--- src/crcu_pkg.sv ---
/*
 * Shared constants and types for the checksum unit: register offsets,
 * field positions, polynomials, reset values and bus carriers.
 * Assumes a 32-bit Avalon-MM slave with byte addresses.
 */
package crcu_pkg;

    localparam logic [3:0]  OFS_CTRL   = 4'h0;
    localparam logic [3:0]  OFS_SEED   = 4'h4;
    localparam logic [3:0]  OFS_RESULT = 4'h8;
    localparam logic [3:0]  OFS_DATA   = 4'hC;

    localparam int CTRL_POLY_LSB   = 0;
    localparam int CTRL_DCMPL_BIT  = 2;
    localparam int CTRL_DBYTE_BIT  = 3;
    localparam int CTRL_DBIT_BIT   = 4;
    localparam int CTRL_SCMPL_BIT  = 5;
    localparam int CTRL_SBYTE_BIT  = 6;
    localparam int CTRL_SBIT_BIT   = 7;
    localparam int CTRL_WIDTH      = 8;

    localparam logic [1:0]  POLY_A16   = 2'h0;
    localparam logic [1:0]  POLY_CCITT = 2'h1;
    localparam logic [1:0]  POLY_E32   = 2'h2;

    localparam logic [31:0] POLY_A16_V   = 32'h0000_8005;
    localparam logic [31:0] POLY_CCITT_V = 32'h0000_1021;
    localparam logic [31:0] POLY_E32_V   = 32'h04C1_1DB7;

    localparam logic [CTRL_WIDTH-1:0] CTRL_RESET = 8'h00;
    localparam logic [31:0]           SEED_RESET = 32'h0000_0000;

    localparam logic [2:0]  BYTES_PER_CYCLE = 3'h1;

    typedef struct packed {
        logic [3:0]  address;
        logic        read;
        logic        write;
        logic [3:0]  byteenable;
        logic [31:0] writedata;
    } crcu_req_s;

    typedef struct packed {
        logic [31:0] readdata;
        logic        waitrequest;
    } crcu_rsp_s;

endpackage

--- src/crcu_top.sv ---
/*
 * Checksum unit: 16/32-bit cyclic remainder over bytes written by software,
 * one byte folded per clock.
 * Assumes an Avalon-MM master holding each request until waitrequest is low.
 */
// The implementer's own choices: the register offsets and the Avalon-MM slave port.
`timescale 1ns/1ps
module crcu_top
    import crcu_pkg::*;
(
    input  wire logic        clk_i,
    input  wire logic        arst_n_i,
    input  wire crcu_req_s   bus_req_i,
    output crcu_rsp_s        bus_rsp_o
);

    typedef enum logic [1:0] {
        CRCU_IDLE = 2'b01,
        CRCU_BUSY = 2'b10
    } crcu_state_e;

    crcu_state_e             state;
    crcu_state_e             next_state;
    logic [CTRL_WIDTH-1:0]   ctrl;
    logic [CTRL_WIDTH-1:0]   next_ctrl;
    logic [31:0]             acc;
    logic [31:0]             next_acc;
    logic [31:0]             shreg;
    logic [31:0]             next_shreg;
    logic [2:0]              left;
    logic [2:0]              next_left;
    logic [31:0]             rdata;
    logic [31:0]             next_rdata;
    logic                    wreq;
    logic                    next_wreq;

    logic [1:0]              poly_sel;
    logic [31:0]             poly;
    logic                    is32;
    logic                    req;
    logic                    hit_data;
    logic [31:0]             din;
    logic [31:0]             dproc;
    logic [2:0]              nbytes;
    logic [31:0]             res;
    logic [31:0]             res_proc;
    logic [31:0]             acc_step;

    assign poly_sel = ctrl[CTRL_POLY_LSB +: 2];
    assign is32     = (poly_sel == POLY_E32);
    assign req      = bus_req_i.read | bus_req_i.write;
    assign hit_data = bus_req_i.write && bus_req_i.address == OFS_DATA;

    always_comb begin
        case (poly_sel)
            POLY_CCITT: poly = POLY_CCITT_V;
            POLY_E32:   poly = POLY_E32_V;
            default:    poly = POLY_A16_V;
        endcase
    end

    function automatic logic [7:0] rev8(input logic [7:0] v);
        logic [7:0] r;
        r = '0;
        for (int i = 0; i < 8; i++) begin
            r[i] = v[7-i];
        end
        return r;
    endfunction

    // Software-selected byte count of the write; a lane pattern picks the size.
    always_comb begin
        case (bus_req_i.byteenable)
            4'h1:    nbytes = 3'h1;
            4'h3:    nbytes = 3'h2;
            default: nbytes = 3'h4;
        endcase
    end

    // data options; the first byte to fold is placed in the low lane.
    always_comb begin
        din   = bus_req_i.writedata;
        dproc = din;
        if (ctrl[CTRL_DCMPL_BIT]) begin
            dproc = ~dproc;
        end
        if (ctrl[CTRL_DBYTE_BIT]) begin
            case (nbytes)
                3'h2:    dproc = {16'h0000, dproc[7:0], dproc[15:8]};
                3'h4:    dproc = {dproc[7:0], dproc[15:8], dproc[23:16], dproc[31:24]};
                default: dproc = dproc;
            endcase
        end
        if (ctrl[CTRL_DBIT_BIT]) begin
            for (int b = 0; b < 4; b++) begin
                dproc[b*8 +: 8] = rev8(dproc[b*8 +: 8]);
            end
        end
    end

    // one byte folded per clock, MSB first.
    always_comb begin
        logic [7:0] byt;
        logic       fb;
        fb       = 1'b0;
        byt      = shreg[7:0];
        acc_step = acc;
        for (int k = 7; k >= 0; k--) begin
            fb = (is32 ? acc_step[31] : acc_step[15]) ^ byt[k];
            acc_step = {acc_step[30:0], 1'b0} ^ (fb ? poly : 32'h0000_0000);
            if (!is32) begin
                acc_step[31:16] = 16'h0000;
            end
        end
    end

    always_comb begin
        res      = is32 ? acc : {16'h0000, acc[15:0]};
        res_proc = res;
        // The whole remainder is mirrored so that the result reads as a reflected checksum.
        if (ctrl[CTRL_SBIT_BIT]) begin
            res_proc = is32 ? {rev8(res_proc[7:0]), rev8(res_proc[15:8]),
                               rev8(res_proc[23:16]), rev8(res_proc[31:24])}
                            : {16'h0000, rev8(res_proc[7:0]), rev8(res_proc[15:8])};
        end
        if (ctrl[CTRL_SBYTE_BIT]) begin
            res_proc = is32 ? {res_proc[7:0], res_proc[15:8], res_proc[23:16], res_proc[31:24]}
                            : {16'h0000, res_proc[7:0], res_proc[15:8]};
        end
        if (ctrl[CTRL_SCMPL_BIT]) begin
            res_proc = is32 ? ~res_proc : {16'h0000, ~res_proc[15:0]};
        end
    end

    // Bus handshake: every access waits one cycle for registered read data;
    // any access, read or write, also waits while a fold is running.
    always_comb begin
        next_state = state;
        next_ctrl  = ctrl;
        next_acc   = acc;
        next_shreg = shreg;
        next_left  = left;
        next_rdata = rdata;
        next_wreq  = 1'b1;
        case (state)
            CRCU_IDLE: begin
                if (req && wreq) begin
                    next_wreq = 1'b0;
                    if (bus_req_i.read) begin
                        case (bus_req_i.address)
                            OFS_CTRL:   next_rdata = {24'h000000, ctrl};
                            OFS_SEED:   next_rdata = acc;
                            OFS_RESULT: next_rdata = res_proc;
                            default:    next_rdata = 32'h0000_0000;
                        endcase
                    end else begin
                        case (bus_req_i.address)
                            OFS_CTRL: next_ctrl = bus_req_i.writedata[CTRL_WIDTH-1:0];
                            OFS_SEED: next_acc = bus_req_i.writedata;
                            default: ;
                        endcase
                        // start of fold, stalls later reads and writes.
                        if (hit_data) begin
                            next_shreg = dproc;
                            next_left  = nbytes;
                            next_state = CRCU_BUSY;
                        end
                    end
                end
            end
            CRCU_BUSY: begin
                // accumulator only changes here or on seed load.
                next_acc   = acc_step;
                next_shreg = {8'h00, shreg[31:8]};
                next_left  = left - BYTES_PER_CYCLE;
                if (left == BYTES_PER_CYCLE) begin
                    next_state = CRCU_IDLE;
                end
            end
            default: next_state = CRCU_IDLE;
        endcase
    end

    always_ff @(posedge clk_i or negedge arst_n_i) begin
        if (!arst_n_i) begin
            state <= CRCU_IDLE;
            ctrl  <= CTRL_RESET;
            acc   <= SEED_RESET;
            shreg <= 32'h0000_0000;
            left  <= 3'h0;
            rdata <= 32'h0000_0000;
            wreq  <= 1'b1;
        end else begin
            state <= next_state;
            ctrl  <= next_ctrl;
            acc   <= next_acc;
            shreg <= next_shreg;
            left  <= next_left;
            rdata <= next_rdata;
            wreq  <= next_wreq;
        end
    end

    assign bus_rsp_o.readdata    = rdata;
    assign bus_rsp_o.waitrequest = wreq;

    logic [3:0] busy_cnt;
    logic [3:0] next_busy_cnt;
    always_comb begin
        next_busy_cnt = (state == CRCU_BUSY) ? busy_cnt + 4'h1 : 4'h0;
    end
    always_ff @(posedge clk_i or negedge arst_n_i) begin
        if (!arst_n_i) begin
            busy_cnt <= 4'h0;
        end else begin
            busy_cnt <= next_busy_cnt;
        end
    end

    word_four_a: assert property (@(posedge clk_i) disable iff (!arst_n_i)
        busy_cnt <= 4'h4) else $error("fold took more than four cycles");
    byte_one_a: assert property (@(posedge clk_i) disable iff (!arst_n_i)
        state == CRCU_BUSY && left == 3'h1 |=> state == CRCU_IDLE)
        else $error("byte fold not done in one cycle");
    half_two_a: assert property (@(posedge clk_i) disable iff (!arst_n_i)
        state == CRCU_IDLE && hit_data && wreq && nbytes == 3'h2
        |=> state == CRCU_BUSY ##1 state == CRCU_BUSY ##1 state == CRCU_IDLE)
        else $error("half-word fold not done in two cycles");
    busy_stall_a: assert property (@(posedge clk_i) disable iff (!arst_n_i)
        state == CRCU_BUSY |=> wreq) else $error("bus accepted during fold");
    seed_load_a: assert property (@(posedge clk_i) disable iff (!arst_n_i)
        state == CRCU_IDLE && wreq && bus_req_i.write && bus_req_i.address == OFS_SEED
        |=> acc == $past(bus_req_i.writedata)) else $error("seed not loaded");
    acc_hold_a: assert property (@(posedge clk_i) disable iff (!arst_n_i)
        state == CRCU_IDLE && !(bus_req_i.write && wreq && bus_req_i.address == OFS_SEED)
        |=> $stable(acc)) else $error("accumulator changed without cause");
    width16_a: assert property (@(posedge clk_i) disable iff (!arst_n_i)
        !is32 && state == CRCU_BUSY |=> acc[31:16] == 16'h0000)
        else $error("16-bit remainder overflowed");
    word_start_a: assert property (@(posedge clk_i) disable iff (!arst_n_i)
        state == CRCU_IDLE && hit_data && wreq && nbytes == 3'h4 |=> left == 3'h4)
        else $error("word size not taken");

    word_cov: cover property (@(posedge clk_i) state == CRCU_BUSY && left == 3'h4);
    crc32_cov: cover property (@(posedge clk_i) is32 && state == CRCU_BUSY);
    readres_cov: cover property (@(posedge clk_i)
        bus_req_i.read && !wreq && bus_req_i.address == OFS_RESULT);

endmodule

--- config.mk ---
export PLATFORM = sky130hd
export DESIGN_NAME = crcu_top
export DESIGN_NICKNAME = d
export VERILOG_FILES = /design/src/crcu_pkg.sv /design/src/crcu_top.sv
export SDC_FILE = /design/constraint.sdc
export NUM_CORES = 1
export LEC_CHECK = 0
export BUFFER_PORTS_ARGS = -buffer_cell sky130_fd_sc_hd__clkbuf_2
export CELL_PAD_IN_SITES_DETAIL_PLACEMENT = 1
export CELL_PAD_IN_SITES_GLOBAL_PLACEMENT = 1
export CORE_UTILIZATION = 35
export DETAILED_ROUTE_END_ITERATION = 7
export GPL_TIMING_DRIVEN = 0
export HOLD_SLACK_MARGIN = 0.12
export PLACE_DENSITY_LB_ADDON = 0.1
export REMOVE_ABC_BUFFERS = 1
export SYNTH_ARGS = -nofsm -noshare
export SYNTH_HDL_FRONTEND = slang
export SYNTH_SLANG_ARGS = --single-unit
--- constraint.sdc ---
create_clock -name clk_i -period 4.35 [get_ports clk_i]
set_clock_uncertainty 0.1 [all_clocks]
set_input_delay 0.435 -clock clk_i [delete_from_list [all_inputs] [get_ports clk_i]]
set_output_delay 0.435 -clock clk_i [all_outputs]
set_load 0.01 [all_outputs]
==> impl_metrics.tcl <==
set metrics [dict create \
    rrSetupSlack_ns 0.18 \
    grt_pass1_vias 8911 \
    antenna_found_initial 0 \
    clk_latency_ns 0.37 \
    r2r-start "ctrl[0]" \
    cts.sinks 110 \
    final_util_pct 39.8 \
    multiInputGateArea_sq_mm 0.00644 \
    n_fill_cell 3213 \
    vdd_drop_max_uv 326 \
    overflow 0 \
    synthDistinctLibCells 76 \
    start_util_pct 35.8 \
    required_ns 4.47 \
    post_drt_wl_per_cell_microns 22.5 \
    dpl_worst_slack_ns -1.01 \
    hp-start "bus_req_i[36]" \
    fp.dieW_microns 168 \
    rows 60 \
    hp-class "in2reg" \
    hold_path_depth 2 \
    grt_start_max_net_pins 83 \
    vias 8803 \
    clk_pin_slew_ns 0.08 \
    die_h_microns 168 \
    ctsLongestPathBuffers 2 \
    synth_area_sq_mm 0.00964 \
    tns_ns 0 \
    combPwrFrac_pct 69.4 \
    ctsHtreeMaxLevel 3 \
    hpwl_microns 23500 \
    powerDensity_mw_per_mm2 767 \
    postSynthAreaPerCell_sq_um 8.24 \
    synth-edff-count 0 \
    p_total_w 0.00822 \
    switchingPower_w 0.00393 \
    fin_crit_ns 4.17 \
    layout_commonest_cell "o21ai_0" \
    hold_viol 0 \
    firstDrtPassIters 5 \
    seqCellArea_sq_mm 0.00276 \
    switching_share_pct 47.8 \
    diodes 0 \
    cp_max_fo 29 \
    max_freq_mhz 240 \
    cts_made_buffers 9 \
    synthArstFlopShare_pct 100 \
    postRouteAntennaNets 0 \
    relSlewSlack_pct 6.68 \
    nets 1203 \
    r2r-end "acc[7]" \
    power.leakage_nw 4.22 \
    worst_pin_slew_ns 1.39 \
    core_area_sq_mm 0.0270 \
    cts-root-buf "clkbuf_16" \
    grt_pass1_wl_microns 53300 \
    cp-end-kind "flip-flop" \
    synth-seq-cells 110 \
    clockPowerShare_pct 10.8 \
    period_share_pct 96.0 \
    place.gp.congestion 0.828 \
    p_seq_share_pct 19.8 \
    setup_viol 0 \
    finalMaxSlewViolations 0 \
    mostFrequentLayoutCells "o21ai_0, nand2_1, dfrtp_1, xnor2_1, clkbuf_2" \
    syn_to_final_growth_pct 11.2 \
    status "completed" \
    drt_wl_total_microns 33700 \
    via_per_inst 5.87 \
    cp.arrival_ns 4.29 \
    die_area_sq_mm 0.0282 \
    numPortBuffers 76 \
    drc 0 \
    holdPathEnd "wreq" \
    rsz0062_at_grt "no" \
    netlist_instances 1169 \
    start_kind "flip-flop" \
    num_io_pins 77 \
    critPathKind "reg2reg" \
    dr.first_iter.drc_count 488 \
    seq_area_frac_synth_pct 28.6 \
    yosys_most_used_dff "dfrtp_1" \
    p_int_w 0.00429 \
    grt.total_usage_pct 24.4 \
    yosys_warnings 0 \
    reg2reg_depth 14 \
    cts_tree "done" \
    worst_slack_ns 0.176 \
    drive_above_1_share_pct 15.8 \
    max_cap_viol_count 0 \
]
## power groups by stage
stage,registers [W],logic (W),clock network [W]
global route,0.00167,0.00622,0.000947
CTS,0.00162,0.00562,0.000919
global placement,0.00168,0.00523,0
floorplan,0.00151,0.00420,0
detailed placement,0.00163,0.00538,0
finish,0.00163,0.00571,0.000888
## worst max-delay path: stages, from the launching register on
cell and delay, ns:
dfrtp_1 0.39, inv_1 0.19, ha_4 0.42, nor4bb_1 0.31, o22ai_1 0.14, and4bb_2 0.26, xor2_2 0.33, xor2_1 0.32
nand3_1 0.14, and3_1 0.20, o31a_4 0.32, xnor3_1 0.32, nand2b_1 0.21, xnor2_1 0.26, a21oi_1 0.10
## per-stage QoR
| stage | cell area (sq um) | cells | hold WS, ns |
|---|---|---|---|
| 2_1_floorplan | 9150 | 1046 | 0.0394 |
| 3_3_place_gp | 9960 | 1463 | 0.361 |
| 3_5_place_dp | 10200 | 1471 | 0.300 |
| 4_1_cts | 10600 | 1495 | 0.247 |
| 5_1_grt | 10700 | 1500 | 0.283 |
| 6_report | 10700 | 1500 | 0.271 |
## worst max path at each step
stage	start	end	slack, ns
finish	ctrl[0]	acc[7]	0.18
global route	ctrl[0]	acc[7]	0.002
CTS	ctrl[0]	acc[9]	0.01
detailed placement	ctrl[0]	acc[12]	-1.01
global placement	ctrl[0]	acc[6]	-3.25
floorplan	ctrl[0]	acc[17]	-1.09
## Yosys cell counts, types with 3 or more instances
master    instances  share of area [%]
o21ai_0         144                7.5
nand2_1         126                4.9
dfrtp_1         108                 28
xnor2_1         102                9.3
clkbuf_1         92                3.6
a21oi_1          62                3.2
mux2i_1          51                5.3
nor2_1           50                1.9
xor2_1           43                3.9
o22ai_1          38                2.5
a22oi_1          36                2.8
nand3_1          29                1.5
inv_1            24               0.93
buf_1            22               0.86
o221ai_1         21                1.9
a221o_1          20                2.1
nor3_1           19               0.99
a221oi_1         14                1.3
mux2_2           14                1.6
nor2b_1          13               0.84
xnor3_1           9                2.1
a211oi_1          8               0.62
o221a_2           8               0.93
and3_1            7               0.45
a31oi_1           6               0.39
and2_1            6               0.39
buf_2             6               0.31
nand2b_1          6               0.39
or3_1             6               0.39
ha_1              5               0.65
nand4_1           5               0.32
a31o_2            4               0.36
o21a_1            4               0.31
o22a_1            4               0.36
o21ai_1           3               0.16
xnor2_2           3               0.51
## layer usage
layer	part of all wire, %	GRT usage, %
met5	0	0
met4	0.69	4.51
met3	3.0	2.33
met2	47	40.0
met1	49	34.9
## sequential cells by signal, summed over array words and instances, names as in the netlist
signal / cells
state: 2
shreg: 32
acc: 32
ctrl: 8
wreq: 1
rdata: 32
left: 3
## kinds of logic after synthesis
group,share of synthesized area (%)
buffers and inverters,6.04
AND/OR/NAND/NOR,13.4
flip-flops,28.6
adder cells (fa/ha/maj),0.649
XOR/XNOR,16.4
AO/OA/AOI/OAI,27.4
multiplexers,7.54
## cell type report
| type | instances | area share (%) |
|---|---|---|
| inverters | 25 | 0.910 |
| multi-input cells | 911 | 60.1 |
| repair buffers | 97 | 6.46 |
| well taps | 341 | 3.98 |
| clock buffers | 11 | 2.26 |
| clock inverters | 5 | 0.549 |
| flip-flops and latches | 110 | 25.8 |
## repair_timing
action / CTS / global route
pin swaps: 1 / 3
hold buffers: 1 / 0
endpoints found under the setup margin: 26 / 23
resized for setup: 6 / 8
buffers inserted: 7 / 4
endpoints found under the hold margin: 44 / 0
(Power assumes the default switching activity.)
